===== config.mk =====
export PLATFORM = sky130hd
export DESIGN_NAME = freq_ref_up_down_trim
export DESIGN_NICKNAME = d
export VERILOG_FILES = /design/src/freq_ref_pkg.sv /design/src/freq_ref_up_down_trim.sv
export SDC_FILE = /design/constraint.sdc
export NUM_CORES = 1
export LEC_CHECK = 0
export ABC_CLOCK_PERIOD_IN_PS = 6200
export BUFFER_PORTS_ARGS = -buffer_cell sky130_fd_sc_hd__buf_2
export CAP_MARGIN = 10
export CORE_MARGIN = 3
export CORE_UTILIZATION = 45
export CTS_CLUSTER_DIAMETER = 50
export DETAILED_ROUTE_END_ITERATION = 12
export PLACE_DENSITY = 0.67
export RECOVER_POWER = 100
export SYNTH_ARGS = -nofsm -noshare
export SYNTH_HDL_FRONTEND = slang
export SYNTH_SLANG_ARGS = --single-unit

===== constraint.sdc =====
create_clock -name i_clk_sys -period 6.2 [get_ports i_clk_sys]
set_input_delay 0.93 -clock i_clk_sys [delete_from_list [all_inputs] [get_ports i_clk_sys]]
set_output_delay 0.93 -clock i_clk_sys [all_outputs]
set_load 0.02 [all_outputs]

===== src/freq_ref_pkg.sv =====
// Notes on behaviour
// Codes 10 and 11 select raise, lower
// Lone raise or lower flags config error
// Raise/lower with ramp hold flags error
// Output ramps to reference at set rates
// Operator picks terminal run source setting 1
// Upper limit 0.0..110.0, default 100.0%
// Lower limit held, default 0.0%
// Master lower limit held, default 0.0%
// Analog input is floor; larger wins
// Run start accelerates to effective floor
// Multi-step disabled while raise/lower used
// Memory 1 keeps reference across power loss
// Raise/lower on at run clears store
// Codes 1C and 1D select trim inputs
// Trim level 0..100, default 10%
// One trim input adds/subtracts, else unmodified
// Trim only for analog reference above 0
// Negative trimmed result forces zero reference
// Lone trim input flags config error
// Match flag when running and not ramping
// Memory 0 restarts from zero reference
// Raise alone up, lower alone down, else hold
package freq_ref_pkg;

  // ----------------------------------------
  // Terminal functions
  // ----------------------------------------
  localparam int NUM_TERMINALS = 10;
  localparam logic [7:0] FUNC_RAMP_HOLD = 8'h0a;
  localparam logic [7:0] FUNC_UP = 8'h10;
  localparam logic [7:0] FUNC_DOWN = 8'h11;
  localparam logic [7:0] FUNC_TRIM_INC = 8'h1c;
  localparam logic [7:0] FUNC_TRIM_DEC = 8'h1d;
  localparam logic [1:0] RUN_SOURCE_TERMINALS = 2'h1;

  // ----------------------------------------
  // Frequency units: 0.1 % of maximum output frequency
  // ----------------------------------------
  localparam int FREQ_W = 12;
  localparam logic [11:0] FREQ_ZERO = 12'h000;
  localparam logic [11:0] LIMIT_MAX = 12'h044c;
  localparam logic [11:0] DEF_UPPER_LIMIT = 12'h03e8;
  localparam logic [11:0] DEF_LOWER_LIMIT = 12'h000;
  localparam logic [11:0] DEF_MASTER_LOWER_LIMIT = 12'h000;
  localparam logic [6:0] DEF_TRIM_LEVEL = 7'h0a;
  localparam logic [6:0] TRIM_LEVEL_MAX = 7'h64;
  localparam logic [11:0] TRIM_SCALE = 12'h00a;
  localparam logic [11:0] FREQ_STEP = 12'h001;
  localparam logic [15:0] RATE_CNT_ZERO = 16'h0000;
  localparam logic [15:0] RATE_CNT_ONE = 16'h0001;

  // ----------------------------------------
  // Types
  // ----------------------------------------
  typedef logic [FREQ_W-1:0] freq_type;
  typedef logic [NUM_TERMINALS-1:0][7:0] func_sel_type;

  typedef struct packed {
    freq_type reference_upper_limit_pct;
    freq_type reference_lower_limit_pct;
    freq_type master_reference_lower_limit_pct;
    logic [6:0] trim_level_pct;
    logic reference_hold_memory_select;
    logic [15:0] accel_step_cycles;
    logic [15:0] decel_step_cycles;
  } cfg_type;

  typedef enum logic [1:0] {st_stop, st_accel, st_decel, st_match} ramp_state_type;

endpackage


===== src/freq_ref_up_down_trim.sv =====
`timescale 1ns/100ps
module freq_ref_up_down_trim (
  // Clock and reset
  input wire logic i_clk_sys,
  input wire logic i_sys_rst,
  // Terminal functions and levels
  input wire freq_ref_pkg::func_sel_type i_input_function_select,
  input wire logic [freq_ref_pkg::NUM_TERMINALS-1:0] i_multi_input_terminal,
  // Run command and reference
  input wire logic i_run,
  input wire logic i_ref_from_analog,
  input wire freq_ref_pkg::freq_type i_analog_reference_input,
  input wire freq_ref_pkg::cfg_type i_cfg,
  // Retained reference
  input wire freq_ref_pkg::freq_type i_retained_ref,
  output freq_ref_pkg::freq_type o_stored_ref,
  // Outputs and status
  output freq_ref_pkg::freq_type o_out_freq,
  output logic o_freq_match,
  output logic o_input_config_error,
  output logic o_multi_step_enable
);

  // ----------------------------------------
  // Terminal decode
  // ----------------------------------------
  logic [freq_ref_pkg::NUM_TERMINALS-1:0] hit_up;
  logic [freq_ref_pkg::NUM_TERMINALS-1:0] hit_dn;
  logic [freq_ref_pkg::NUM_TERMINALS-1:0] hit_hold;
  logic [freq_ref_pkg::NUM_TERMINALS-1:0] hit_tinc;
  logic [freq_ref_pkg::NUM_TERMINALS-1:0] hit_tdec;

  // Per-terminal function match
  for (genvar g = 0; g < freq_ref_pkg::NUM_TERMINALS; g++) begin : g_term
    assign hit_up[g] = (i_input_function_select[g] == freq_ref_pkg::FUNC_UP);
    assign hit_dn[g] = (i_input_function_select[g] == freq_ref_pkg::FUNC_DOWN);
    assign hit_hold[g] = (i_input_function_select[g] == freq_ref_pkg::FUNC_RAMP_HOLD);
    assign hit_tinc[g] = (i_input_function_select[g] == freq_ref_pkg::FUNC_TRIM_INC);
    assign hit_tdec[g] = (i_input_function_select[g] == freq_ref_pkg::FUNC_TRIM_DEC);
  end

  logic up_asg;
  logic dn_asg;
  logic hold_asg;
  logic tinc_asg;
  logic tdec_asg;
  logic up_on;
  logic dn_on;
  logic tinc_on;
  logic tdec_on;
  logic next_cfg_err;
  logic updown_mode;
  logic trim_mode;

  // Assignment summary and active levels
  assign up_asg = |hit_up;
  assign dn_asg = |hit_dn;
  assign hold_asg = |hit_hold;
  assign tinc_asg = |hit_tinc;
  assign tdec_asg = |hit_tdec;
  assign up_on = |(hit_up & i_multi_input_terminal);
  assign dn_on = |(hit_dn & i_multi_input_terminal);
  assign tinc_on = |(hit_tinc & i_multi_input_terminal);
  assign tdec_on = |(hit_tdec & i_multi_input_terminal);

  // Invalid assignment combinations
  assign next_cfg_err = (up_asg ^ dn_asg)
    | ((up_asg | dn_asg) & hold_asg)
    | (tinc_asg ^ tdec_asg);
  assign updown_mode = up_asg & dn_asg & ~next_cfg_err;
  assign trim_mode = tinc_asg & tdec_asg & ~next_cfg_err;

  // ----------------------------------------
  // Limits
  // ----------------------------------------
  freq_ref_pkg::freq_type upper_lim;
  freq_ref_pkg::freq_type cfg_lower;
  freq_ref_pkg::freq_type eff_lower;

  // Upper limit clipped to its settable range
  // Larger settings act as the top of the range
  always_comb begin
    upper_lim = i_cfg.reference_upper_limit_pct;
    if (upper_lim > freq_ref_pkg::LIMIT_MAX) begin
      upper_lim = freq_ref_pkg::LIMIT_MAX;
    end
  end

  // Effective floor is the largest of the lower limits
  // A floor above the ceiling is pulled down so the two never cross
  always_comb begin
    cfg_lower = i_cfg.reference_lower_limit_pct;
    if (i_cfg.master_reference_lower_limit_pct > cfg_lower) begin
      cfg_lower = i_cfg.master_reference_lower_limit_pct;
    end
    eff_lower = cfg_lower;
    if (updown_mode && (i_analog_reference_input > eff_lower)) begin
      eff_lower = i_analog_reference_input;
    end
    if (eff_lower > upper_lim) begin
      eff_lower = upper_lim;
    end
  end

  // ----------------------------------------
  // Trimmed analog reference
  // ----------------------------------------
  freq_ref_pkg::freq_type trim_amt;
  freq_ref_pkg::freq_type trimmed_ref;
  logic [freq_ref_pkg::FREQ_W:0] trim_sum;
  logic [6:0] trim_lvl;

  // Trim level clipped to 0..100 percent and scaled to 0.1 % units
  always_comb begin
    trim_lvl = i_cfg.trim_level_pct;
    if (trim_lvl > freq_ref_pkg::TRIM_LEVEL_MAX) begin
      trim_lvl = freq_ref_pkg::TRIM_LEVEL_MAX;
    end
    trim_amt = freq_ref_pkg::freq_type'(trim_lvl) * freq_ref_pkg::TRIM_SCALE;
  end

  // Add or subtract trim, floor at zero, cap at upper limit
  // A carry out of the sum falls back to the ceiling
  always_comb begin
    trim_sum = {1'b0, i_analog_reference_input} + {1'b0, trim_amt};
    trimmed_ref = i_analog_reference_input;
    if (trim_mode && i_ref_from_analog
        && (i_analog_reference_input != freq_ref_pkg::FREQ_ZERO)) begin
      if (tinc_on && !tdec_on) begin
        trimmed_ref = trim_sum[freq_ref_pkg::FREQ_W-1:0];
        if (trim_sum[freq_ref_pkg::FREQ_W]) begin
          trimmed_ref = upper_lim;
        end
      end else if (tdec_on && !tinc_on) begin
        if (trim_amt > i_analog_reference_input) begin
          trimmed_ref = freq_ref_pkg::FREQ_ZERO;
        end else begin
          trimmed_ref = i_analog_reference_input - trim_amt;
        end
      end
    end
    if (trimmed_ref > upper_lim) begin
      trimmed_ref = upper_lim;
    end
  end

  // ----------------------------------------
  // Held raise/lower reference
  // ----------------------------------------
  freq_ref_pkg::freq_type held_ref;
  freq_ref_pkg::freq_type start_ref;
  logic [15:0] ref_cnt;
  logic run_d;
  logic loaded;
  logic run_rise;
  logic run_fall;

  // Run command edges; the edge register idles low like the input
  assign run_rise = i_run & ~run_d;
  assign run_fall = ~i_run & run_d;

  // Starting point at a run command, bounded by the limits
  // A raise or lower held at the start ignores the saved value
  always_comb begin
    start_ref = freq_ref_pkg::FREQ_ZERO;
    if (i_cfg.reference_hold_memory_select && !(up_on || dn_on)) begin
      start_ref = o_stored_ref;
    end
    if (start_ref < eff_lower) begin
      start_ref = eff_lower;
    end
    if (start_ref > upper_lim) begin
      start_ref = upper_lim;
    end
  end

  // Run edge tracking
  always_ff @(posedge i_clk_sys or posedge i_sys_rst) begin
    if (i_sys_rst) begin
      run_d <= 1'b0;
    end else begin
      run_d <= i_run;
    end
  end

  // Retained copy: caught after reset, cleared or saved at run edges
  // Storage must present the saved value by the first edge after reset
  always_ff @(posedge i_clk_sys or posedge i_sys_rst) begin
    if (i_sys_rst) begin
      loaded <= 1'b0;
      o_stored_ref <= freq_ref_pkg::FREQ_ZERO;
    end else if (!loaded) begin
      loaded <= 1'b1;
      o_stored_ref <= i_retained_ref;
    end else if (run_rise && updown_mode && (up_on || dn_on)) begin
      o_stored_ref <= freq_ref_pkg::FREQ_ZERO;
    end else if (run_fall && updown_mode) begin
      if (i_cfg.reference_hold_memory_select) begin
        o_stored_ref <= held_ref;
      end else begin
        o_stored_ref <= freq_ref_pkg::FREQ_ZERO;
      end
    end
  end

  // Reference steps at the ramp rate while one input is on
  always_ff @(posedge i_clk_sys or posedge i_sys_rst) begin
    if (i_sys_rst) begin
      held_ref <= freq_ref_pkg::FREQ_ZERO;
      ref_cnt <= freq_ref_pkg::RATE_CNT_ZERO;
    end else if (run_rise) begin
      held_ref <= start_ref;
      ref_cnt <= freq_ref_pkg::RATE_CNT_ZERO;
    end else if (!i_run || !updown_mode) begin
      ref_cnt <= freq_ref_pkg::RATE_CNT_ZERO;
    end else if (held_ref < eff_lower) begin
      held_ref <= eff_lower;
      ref_cnt <= freq_ref_pkg::RATE_CNT_ZERO;
    end else if (held_ref > upper_lim) begin
      held_ref <= upper_lim;
      ref_cnt <= freq_ref_pkg::RATE_CNT_ZERO;
    end else if (up_on && !dn_on && (held_ref < upper_lim)) begin
      if (ref_cnt + freq_ref_pkg::RATE_CNT_ONE >= i_cfg.accel_step_cycles) begin
        held_ref <= held_ref + freq_ref_pkg::FREQ_STEP;
        ref_cnt <= freq_ref_pkg::RATE_CNT_ZERO;
      end else begin
        ref_cnt <= ref_cnt + freq_ref_pkg::RATE_CNT_ONE;
      end
    end else if (dn_on && !up_on && (held_ref > eff_lower)) begin
      if (ref_cnt + freq_ref_pkg::RATE_CNT_ONE >= i_cfg.decel_step_cycles) begin
        held_ref <= held_ref - freq_ref_pkg::FREQ_STEP;
        ref_cnt <= freq_ref_pkg::RATE_CNT_ZERO;
      end else begin
        ref_cnt <= ref_cnt + freq_ref_pkg::RATE_CNT_ONE;
      end
    end else begin
      ref_cnt <= freq_ref_pkg::RATE_CNT_ZERO;
    end
  end

  // ----------------------------------------
  // Output ramp
  // ----------------------------------------
  freq_ref_pkg::freq_type target;
  freq_ref_pkg::ramp_state_type state;
  freq_ref_pkg::ramp_state_type next_state;
  logic [15:0] ramp_cnt;
  logic [15:0] rate;

  // Target reference selection
  // A stopped drive always heads for zero
  always_comb begin
    if (!i_run) begin
      target = freq_ref_pkg::FREQ_ZERO;
    end else if (updown_mode) begin
      target = held_ref;
    end else begin
      target = trimmed_ref;
    end
  end

  // Ramp direction
  // The step rate follows the direction about to be taken
  always_comb begin
    if (o_out_freq < target) begin
      next_state = freq_ref_pkg::st_accel;
    end else if (o_out_freq > target) begin
      next_state = freq_ref_pkg::st_decel;
    end else if (i_run) begin
      next_state = freq_ref_pkg::st_match;
    end else begin
      next_state = freq_ref_pkg::st_stop;
    end
    case (next_state)
      freq_ref_pkg::st_accel: rate = i_cfg.accel_step_cycles;
      freq_ref_pkg::st_decel: rate = i_cfg.decel_step_cycles;
      default: rate = freq_ref_pkg::RATE_CNT_ZERO;
    endcase
  end

  // Step output by one unit per rate period
  // A new direction restarts the count, so a reversal never steps at once
  always_ff @(posedge i_clk_sys or posedge i_sys_rst) begin
    if (i_sys_rst) begin
      state <= freq_ref_pkg::st_stop;
      o_out_freq <= freq_ref_pkg::FREQ_ZERO;
      ramp_cnt <= freq_ref_pkg::RATE_CNT_ZERO;
    end else begin
      state <= next_state;
      case (next_state)
        freq_ref_pkg::st_accel,
        freq_ref_pkg::st_decel: begin
          if (state != next_state) begin
            ramp_cnt <= freq_ref_pkg::RATE_CNT_ZERO;
          end else if (ramp_cnt + freq_ref_pkg::RATE_CNT_ONE >= rate) begin
            ramp_cnt <= freq_ref_pkg::RATE_CNT_ZERO;
            if (next_state == freq_ref_pkg::st_accel) begin
              o_out_freq <= o_out_freq + freq_ref_pkg::FREQ_STEP;
            end else begin
              o_out_freq <= o_out_freq - freq_ref_pkg::FREQ_STEP;
            end
          end else begin
            ramp_cnt <= ramp_cnt + freq_ref_pkg::RATE_CNT_ONE;
          end
        end
        default: begin
          ramp_cnt <= freq_ref_pkg::RATE_CNT_ZERO;
        end
      endcase
    end
  end

  // ----------------------------------------
  // Status
  // ----------------------------------------
  // Match flag: running with the output settled on its target
  always_ff @(posedge i_clk_sys or posedge i_sys_rst) begin
    if (i_sys_rst) begin
      o_freq_match <= 1'b0;
    end else begin
      o_freq_match <= i_run && (state == freq_ref_pkg::st_match);
    end
  end

  // Error flag for invalid terminal assignments
  always_ff @(posedge i_clk_sys or posedge i_sys_rst) begin
    if (i_sys_rst) begin
      o_input_config_error <= 1'b0;
    end else begin
      o_input_config_error <= next_cfg_err;
    end
  end

  // Multi-step selection blocked while raise or lower is assigned
  always_ff @(posedge i_clk_sys or posedge i_sys_rst) begin
    if (i_sys_rst) begin
      o_multi_step_enable <= 1'b1;
    end else begin
      o_multi_step_enable <= ~(up_asg | dn_asg);
    end
  end

endmodule


# --- Word-level counts from Yosys, hierarchy flattened ---
# Index checks and enable logic that the tools add are counted.
op_classes:
  add_sub_neg: 8
  n_mul: 1
  div_mod_pow: 0
  n_lt_le_gt_ge: 18
  eq_ne: 57
  shifts: 0
  muxes: 44
  bitwise: 21
  n_reduce_logical: 38
op_table:
  columns: ["cell", "n"]
  rows:
  - ["$mux W12", 28]
  - ["$eq A8 B5 Y1 const B", 40]
  - ["$mux W16", 11]
  - ["$gt A12 B12 Y1", 8]
  - ["$reduce_or A10 Y1", 9]
  - ["$eq A8 B4 Y1 const B", 10]
  - ["$ge A16 B16 Y1", 3]
  - ["$lt A12 B12 Y1", 4]
  - ["$and A10 B10 Y10", 4]
  - ["$add A16 B1 Y16 const B", 2]
  - ["$pmux W16 S2", 1]
  - ["$add A12 B1 Y12 const B", 2]
  - ["$sub A12 B1 Y12 const B", 2]
  - ["$logic_and A1 B1 Y1", 14]
  - ["$add A12 B11 Y13", 1]
  - ["$gt A11 B12 Y1", 1]
  - ["$gt A12 B11 Y1 const B", 1]
  - ["$reduce_bool A12 Y1", 1]
  - ["$sub A12 B11 Y12", 1]
  - ["$mul A7 B3 Y10 const B", 1]
  - ["$reduce_bool A5 Y1", 2]
  - ["$and A1 B1 Y1", 7]
  - ["$gt A7 B7 Y1 const B", 1]
  - ["$logic_not A1 Y1", 7]
  - ["other kinds (15)", 26]
word_totals:
  reg_bits: 75
  latch_bits: 0
  ramBits: 0
  romBits: 0
  in_bits: 194
  output_inout_bits: 27
  word_cells: 198
  memories: 0

# --- Depth between registers and ports, before layout ---
logic_depth:
  word_depth: 24
  mapped_depth: 52

# --- Worst setup path before layout ---
# No wires, ideal clock.
synth_path:
  path_kind: "input to register"
  startpoint: "input i_cfg[33] (netlist bit)"
  endpoint: "register o_out_freq[1]"
  setup_time_ps: 125
  t_arrival_ps: 10431
  required_time_ps: 6075
  slack_ps: -4356
  path_stages: 48
  path_cell_list: "o21ai_0 > a21oi_1 > nand2b_1 > inv_1 > ha_1 > ha_1 > fa_1 > a21oi_1 > nor2_1 > nor2_1 > nor2b_1 > o21a_1 > ha_1 > clkbuf_1 > o22ai_1 > a2111oi_1 > a21o_1 > nor2_1 > (+12 left out) > o21ai_0 > o211a_1 > clkbuf_1 > inv_1 > clkbuf_1 > nand3_1 > nand2_1 > ha_1 > nand2b_1 > a21o_1 > a21o_1 > a21o_1 > a21oi_1 > o21ai_0 > a211oi_1 > nor2_1 > clkbuf_1 > mux2_2"
synth_via:
  elab_chain_cells: 19
synth_rtl:
  columns: ["element", "line_no", "rtl"]
  rows:
  - ["from (decl)", "freq_ref_up_down_trim.sv:13", "input wire freq_ref_pkg::cfg_type i_cfg,"]
  - ["$gt A7 B7 Y1", "freq_ref_up_down_trim.sv:116", "if (trim_lvl > freq_ref_pkg::TRIM_LEVEL_MAX) begin"]
  - ["$mux W7 (*)", "freq_ref_up_down_trim.sv:116", null]
  - ["$mul A7 B3 Y10 (*)", "freq_ref_up_down_trim.sv:119", "trim_amt = freq_ref_pkg::freq_type'(trim_lvl) * freq_ref_pkg::TRIM_SCALE;"]
  - ["$sub A12 B11 Y12 or $gt A11 B12 Y1 (tied branches)", "freq_ref_up_down_trim.sv:138, freq_ref_up_down_trim.sv:135", null]
  - ["$mux W12", "freq_ref_up_down_trim.sv:135", "if (trim_amt > i_analog_reference_input) begin"]
  - ["$mux W12", "freq_ref_up_down_trim.sv:134", "end else if (tdec_on && !tinc_on) begin"]
  - ["$mux W12 (*)", "freq_ref_up_down_trim.sv:129", "if (tinc_on && !tdec_on) begin"]
  - ["$mux W12 (*)", "freq_ref_up_down_trim.sv:127", "if (trim_mode && i_ref_from_analog"]
  - ["(+3 left out)", null, null]
  - ["$mux W12 (*)", "freq_ref_up_down_trim.sv:253", "if (!i_run) begin"]
  - ["$gt A12 B12 Y1", "freq_ref_up_down_trim.sv:267", "end else if (o_out_freq > target) begin"]
  - ["$mux W2", "freq_ref_up_down_trim.sv:267", null]
  - ["$mux W2 (*)", "freq_ref_up_down_trim.sv:265", "if (o_out_freq < target) begin"]
  - ["$eq A2 B2 Y1 or $eq A2 B1 Y1 (tied branches)", "freq_ref_up_down_trim.sv:274, freq_ref_up_down_trim.sv:290, freq_ref_up_down_trim.sv:297", null]
  - ["$pmux W16 S2", "freq_ref_up_down_trim.sv:274", "case (next_state)"]
  - ["$ge A16 B16 Y1", "freq_ref_up_down_trim.sv:295", "end else if (ramp_cnt + freq_ref_pkg::RATE_CNT_ONE >= rate) begin"]
  - ["$reduce_and A3 Y1 (no line)", null, null]
  - ["to (signal assigned)", "freq_ref_up_down_trim.sv:286", "o_out_freq <= freq_ref_pkg::FREQ_ZERO;"]
  - ["to (signal assigned)", "freq_ref_up_down_trim.sv:298", "o_out_freq <= o_out_freq + freq_ref_pkg::FREQ_STEP;"]
  - ["to (signal assigned)", "freq_ref_up_down_trim.sv:300", "o_out_freq <= o_out_freq - freq_ref_pkg::FREQ_STEP;"]
  - ["to (decl)", "freq_ref_up_down_trim.sv:18", "output freq_ref_pkg::freq_type o_out_freq,"]
# Mark *: on every way between the ends. The rest lies on a longest branch, timed or not.
# A chain may end at the register's enable or synchronous reset.

# --- Final worst setup path ---
layout_path:
  startpoint: "input i_cfg[33] (netlist bit)"
  endpoint: "register o_out_freq[5]"
# Same word-level chain as after synthesis.

==> flow_summary_export.csv <==
group,metric,value,unit
power,p_clk_share,13.2,%
finish,area_growth,58.44,%
global_routing,grt_pass1_vias,15310,
timing,fmax,111.7,MHz
synth,avgSynthCellArea,7.721,um2
power,switching_share,45.28,%
power,power_frac_seq,17.2,%
min_path,min_from,"o_out_freq[11]$_DFFE_PP0P_",
timing,clock_skew,0.008728,ns
timing,setup_viol,58,
synth,synth_edf_count,0,
timing,final.min_clock_period,8.955,ns
timing,rsz0062_at_grt,"true",
global_routing,antenna_found_initial,0,
finish,mostFrequentLayoutCell,"buf_4",
min_path,holdPathEnd,"o_out_freq[11]$_DFFE_PP0P_",
floorplanning,rows,59,
synth,ys_seq_area_share,15.26,%
timing,fin_ws,-2.755,ns
timing,slew_headroom,-192.2,%
floorplanning,die_area,0.02937,mm2
setup_path,cp-end-kind,"flop",
floorplanning,core_area,0.02650,mm2
finish,antenna_cells,0,
finish,multiInputGateArea,0.01141,mm2
routing,drc,0,
routing,totalWireLength,52.94,mm
routing,vias_per_cell,5.994,
floorplanning,die_x,171.4,um
routing,initialDrtViolationCount,1568,
floorplanning,die_h,171.4,um
timing,finalHoldViolCount,0,
placed_design,port-buffer-count,220,
timing,slew_violations,76,
setup_path,slowest_stage,"fa_2",
setup_path,timing.rr.end,"held_ref[8]$_DFFE_PP0P_",
flow_run,maxCapViolCount,1,
routing,wire_per_inst,20.24,um
synth,synthCells,1594,
clock_network,cts_sinks,75,
status,violations,"capacitance limit, slew limit, setup timing",
finish,layout.cells.non_filler,2616,
min_path,hold_path_depth,1,
placed_design,place.gp.congestion,1.072,
finish,seq_area,0.001878,mm2
routing,antenna_left,0,
timing,fin_crit_sh,144.4,%
placed_design,dp.cells,2519,
setup_path,reg2reg_depth,18,
global_routing,grt_max_degree,76,
power,leakage,9.539,nW
synth,synth_warnings,0,
global_routing,grt_pass1_wl,79.07,mm
status,status,"complete, but fails checks",
setup_path,critPathLaunchType,"input port",
global_routing,grt-ovfl-total,0,
clock_network,h-tree-depth,3,
clock_network,clock_latency,0.35,ns
clock_network,holdBufCountCts,0,
timing,tightest_slew,4.383,ns
placed_design,dp_worst_setup_slack,-3.474,ns
setup_path,path_max_fanout,8,
power,switchingPower,1.986,mW
min_path,min_path_type,"reg2reg",
finish,fin_nets,2687,
setup_path,worstReg2RegStart,"held_ref[9]$_DFFE_PP0P_",
clock_network,cts_root_buf,"clkbuf_16",
setup_path,cp.required,6.44,ns
clock_network,cts_buffers,9,
floorplanning,initial_core_util,46.44,%
synth,synthArstFlopShare,100.0,%
setup_path,critPathKind,"in2reg",
clock_network,cts_tree,"done",
placed_design,dpl.hpwl,40.66,mm
finish,layout_common_cells,"buf_4 (443), ha_1 (179), buf_2 (178)",
routing,via_count,15680,
floorplanning,ios,221,
synth,syn_area,0.01231,mm2
routing,drt-pass1-iter-count,8,
setup_path,r2r_slack,1.64,ns
setup_path,crit_path_max_incr_delay,0.36,ns
clock_network,cts.clk_slew.worst_paths,0.07,ns
power,p_total,4.386,mW
power,ir_drop,0.2815,mV
finish,fillers,2036,
global_routing,grt_usage,33.71,%
synth,ys_seq_elements,75,
power,p_comb_share,69.6,%
finish,drive_gt1_share,42.13,%
power,p_int,2.400,mW
setup_path,crit_start,"i_cfg[33]",
power,p_per_area,224.9,mW/mm2
synth,ys_types,77,
setup_path,arrival,9.19,ns
clock_network,clockBufferDepth,2,
synth,synthFlopType,"dfrtp_1",
==> registers in the layout, summed over array words and instances (netlist names) <==
register and flops:
ramp_cnt 16, o_out_freq 12, o_freq_match 1, o_input_config_error 1
o_stored_ref 12, o_multi_step_enable 1, loaded 1, state 2
ref_cnt 16, run_d 1, held_ref 12
==> what timing repair did <==
| item | 4_1_cts | 5_1_grt |
|---|---|---|
| buffers inserted | 47 | 34 |
| gates cloned | 5 | 0 |
| setup endpoints to repair | 58 | 58 |
| hold endpoints to repair | 0 | 0 |
| pin swaps | 92 | 107 |
| resized for setup | 184 | 121 |
==> power groups by stage <==
stage / Clock, mW / Combinational, mW / Sequential [mW]
5_1_grt: 0.600 / 3.28 / 0.752
3_5_place_dp: 0 / 2.52 / 0.737
4_1_cts: 0.583 / 2.84 / 0.736
6_report: 0.581 / 3.05 / 0.752
3_3_place_gp: 0 / 2.46 / 0.733
2_1_floorplan: 0 / 1.54 / 0.662
==> stage by stage <==
step           area (um2)  setup TNS (ns)  hold slack [ns]  util, %
2_1_floorplan       12890         -122.51           0.4721        -
3_3_place_gp        17200         -152.53           0.5132    64.91
3_5_place_dp        17200         -161.66           0.5098    64.91
4_1_cts             18780         -114.83           0.5158    70.86
5_1_grt             19500         -144.11           0.5609    73.58
6_report            19500         -127.95           0.5446    73.58
==> synth_stat cells, types with 5 or more instances <==
| master | number | area share (%) |
|---|---|---|
| nor2_1 | 104 | 3.2 |
| a221oi_1 | 7 | 0.50 |
| nor4b_1 | 5 | 0.36 |
| o21a_1 | 17 | 1.0 |
| mux2_2 | 18 | 1.6 |
| a21oi_1 | 163 | 6.6 |
| nor4_1 | 22 | 1.1 |
| o31ai_1 | 10 | 0.61 |
| o211ai_1 | 11 | 0.67 |
| xnor2_1 | 44 | 3.1 |
| a21o_1 | 34 | 2.1 |
| and2_1 | 16 | 0.81 |
| a31oi_1 | 16 | 0.81 |
| nand2b_1 | 35 | 1.8 |
| dfrtp_1 | 74 | 15 |
| a22oi_1 | 7 | 0.43 |
| and4_1 | 6 | 0.43 |
| nand2_1 | 98 | 3.0 |
| or3_1 | 16 | 0.81 |
| a211o_1 | 6 | 0.43 |
| o21bai_1 | 11 | 0.67 |
| o2111ai_1 | 6 | 0.43 |
| nor3_1 | 47 | 1.9 |
| and3_1 | 43 | 2.2 |
| xor2_1 | 22 | 1.6 |
| a32oi_1 | 6 | 0.43 |
| o221ai_1 | 5 | 0.36 |
| a2111oi_0 | 8 | 0.57 |
| nand4_1 | 45 | 2.3 |
| a221o_1 | 7 | 0.57 |
| mux2i_1 | 24 | 2.0 |
| fa_1 | 5 | 0.81 |
| ha_1 | 211 | 21 |
| o21ai_0 | 58 | 2.4 |
| a211oi_1 | 11 | 0.67 |
| nor2b_1 | 69 | 3.5 |
| nand3_1 | 48 | 2.0 |
| or2_2 | 10 | 0.51 |
| clkbuf_1 | 38 | 1.2 |
| inv_1 | 116 | 3.5 |
| o22ai_1 | 17 | 0.86 |
==> worst max-delay path: cells and delay by family <==
family                   cells  cell delay [ns]
AO/OA/AOI/OAI               21             3.30
adder cells (fa/ha/maj)      7             1.71
buffers and inverters       10             1.40
AND/OR/NAND/NOR             11             1.37
multiplexers                 1             0.34
XOR/XNOR                     1             0.14
==> worst max-delay path by stage <==
stage / to / cells past startpoint
detailed placement: o_out_freq[11]$_DFFE_PP0P_ / 49
finish: o_out_freq[5]$_DFFE_PP0P_ / 51
global placement: o_out_freq[9]$_DFFE_PP0P_ / 46
global route: o_out_freq[10]$_DFFE_PP0P_ / 51
CTS: o_out_freq[5]$_DFFE_PP0P_ / 49
floorplan: held_ref[10]$_DFFE_PP0P_ / 46
==> layout make-up <==
cell class	instances	area share, %
clock buffer	10	1.174
clock inverter	5	0.4043
inverter	116	2.368
multi-input combinational	1367	58.51
sequential	75	9.632
tap	335	2.150
timing repair buffer	708	25.76
==> per-layer routing <==
layer	wire length (um)	global-route usage, %	vias to the layer above
met5	21	0	-
met4	2337	12.81	2
met3	4287	4.849	185
met2	24780	57.15	773
met1	21510	43.58	7423
li1	-	-	7296
==> kinds of logic (layout without fill, tap and decap cells) <==
logic type               after synthesis  after routing  synth area share (%)
multiplexers                          42             42                 3.599
XOR/XNOR                              66             66                 4.697
flip-flops                            75             75                 15.26
buffers and inverters                158            839                 4.860
other                                  1              5               0.03047
adder cells (fa/ha/maj)              216            216                 22.27
AND/OR/NAND/NOR                      589            590                 25.66
AO/OA/AOI/OAI                        447            448                 23.63
Power figures use the tool's default switching activity.
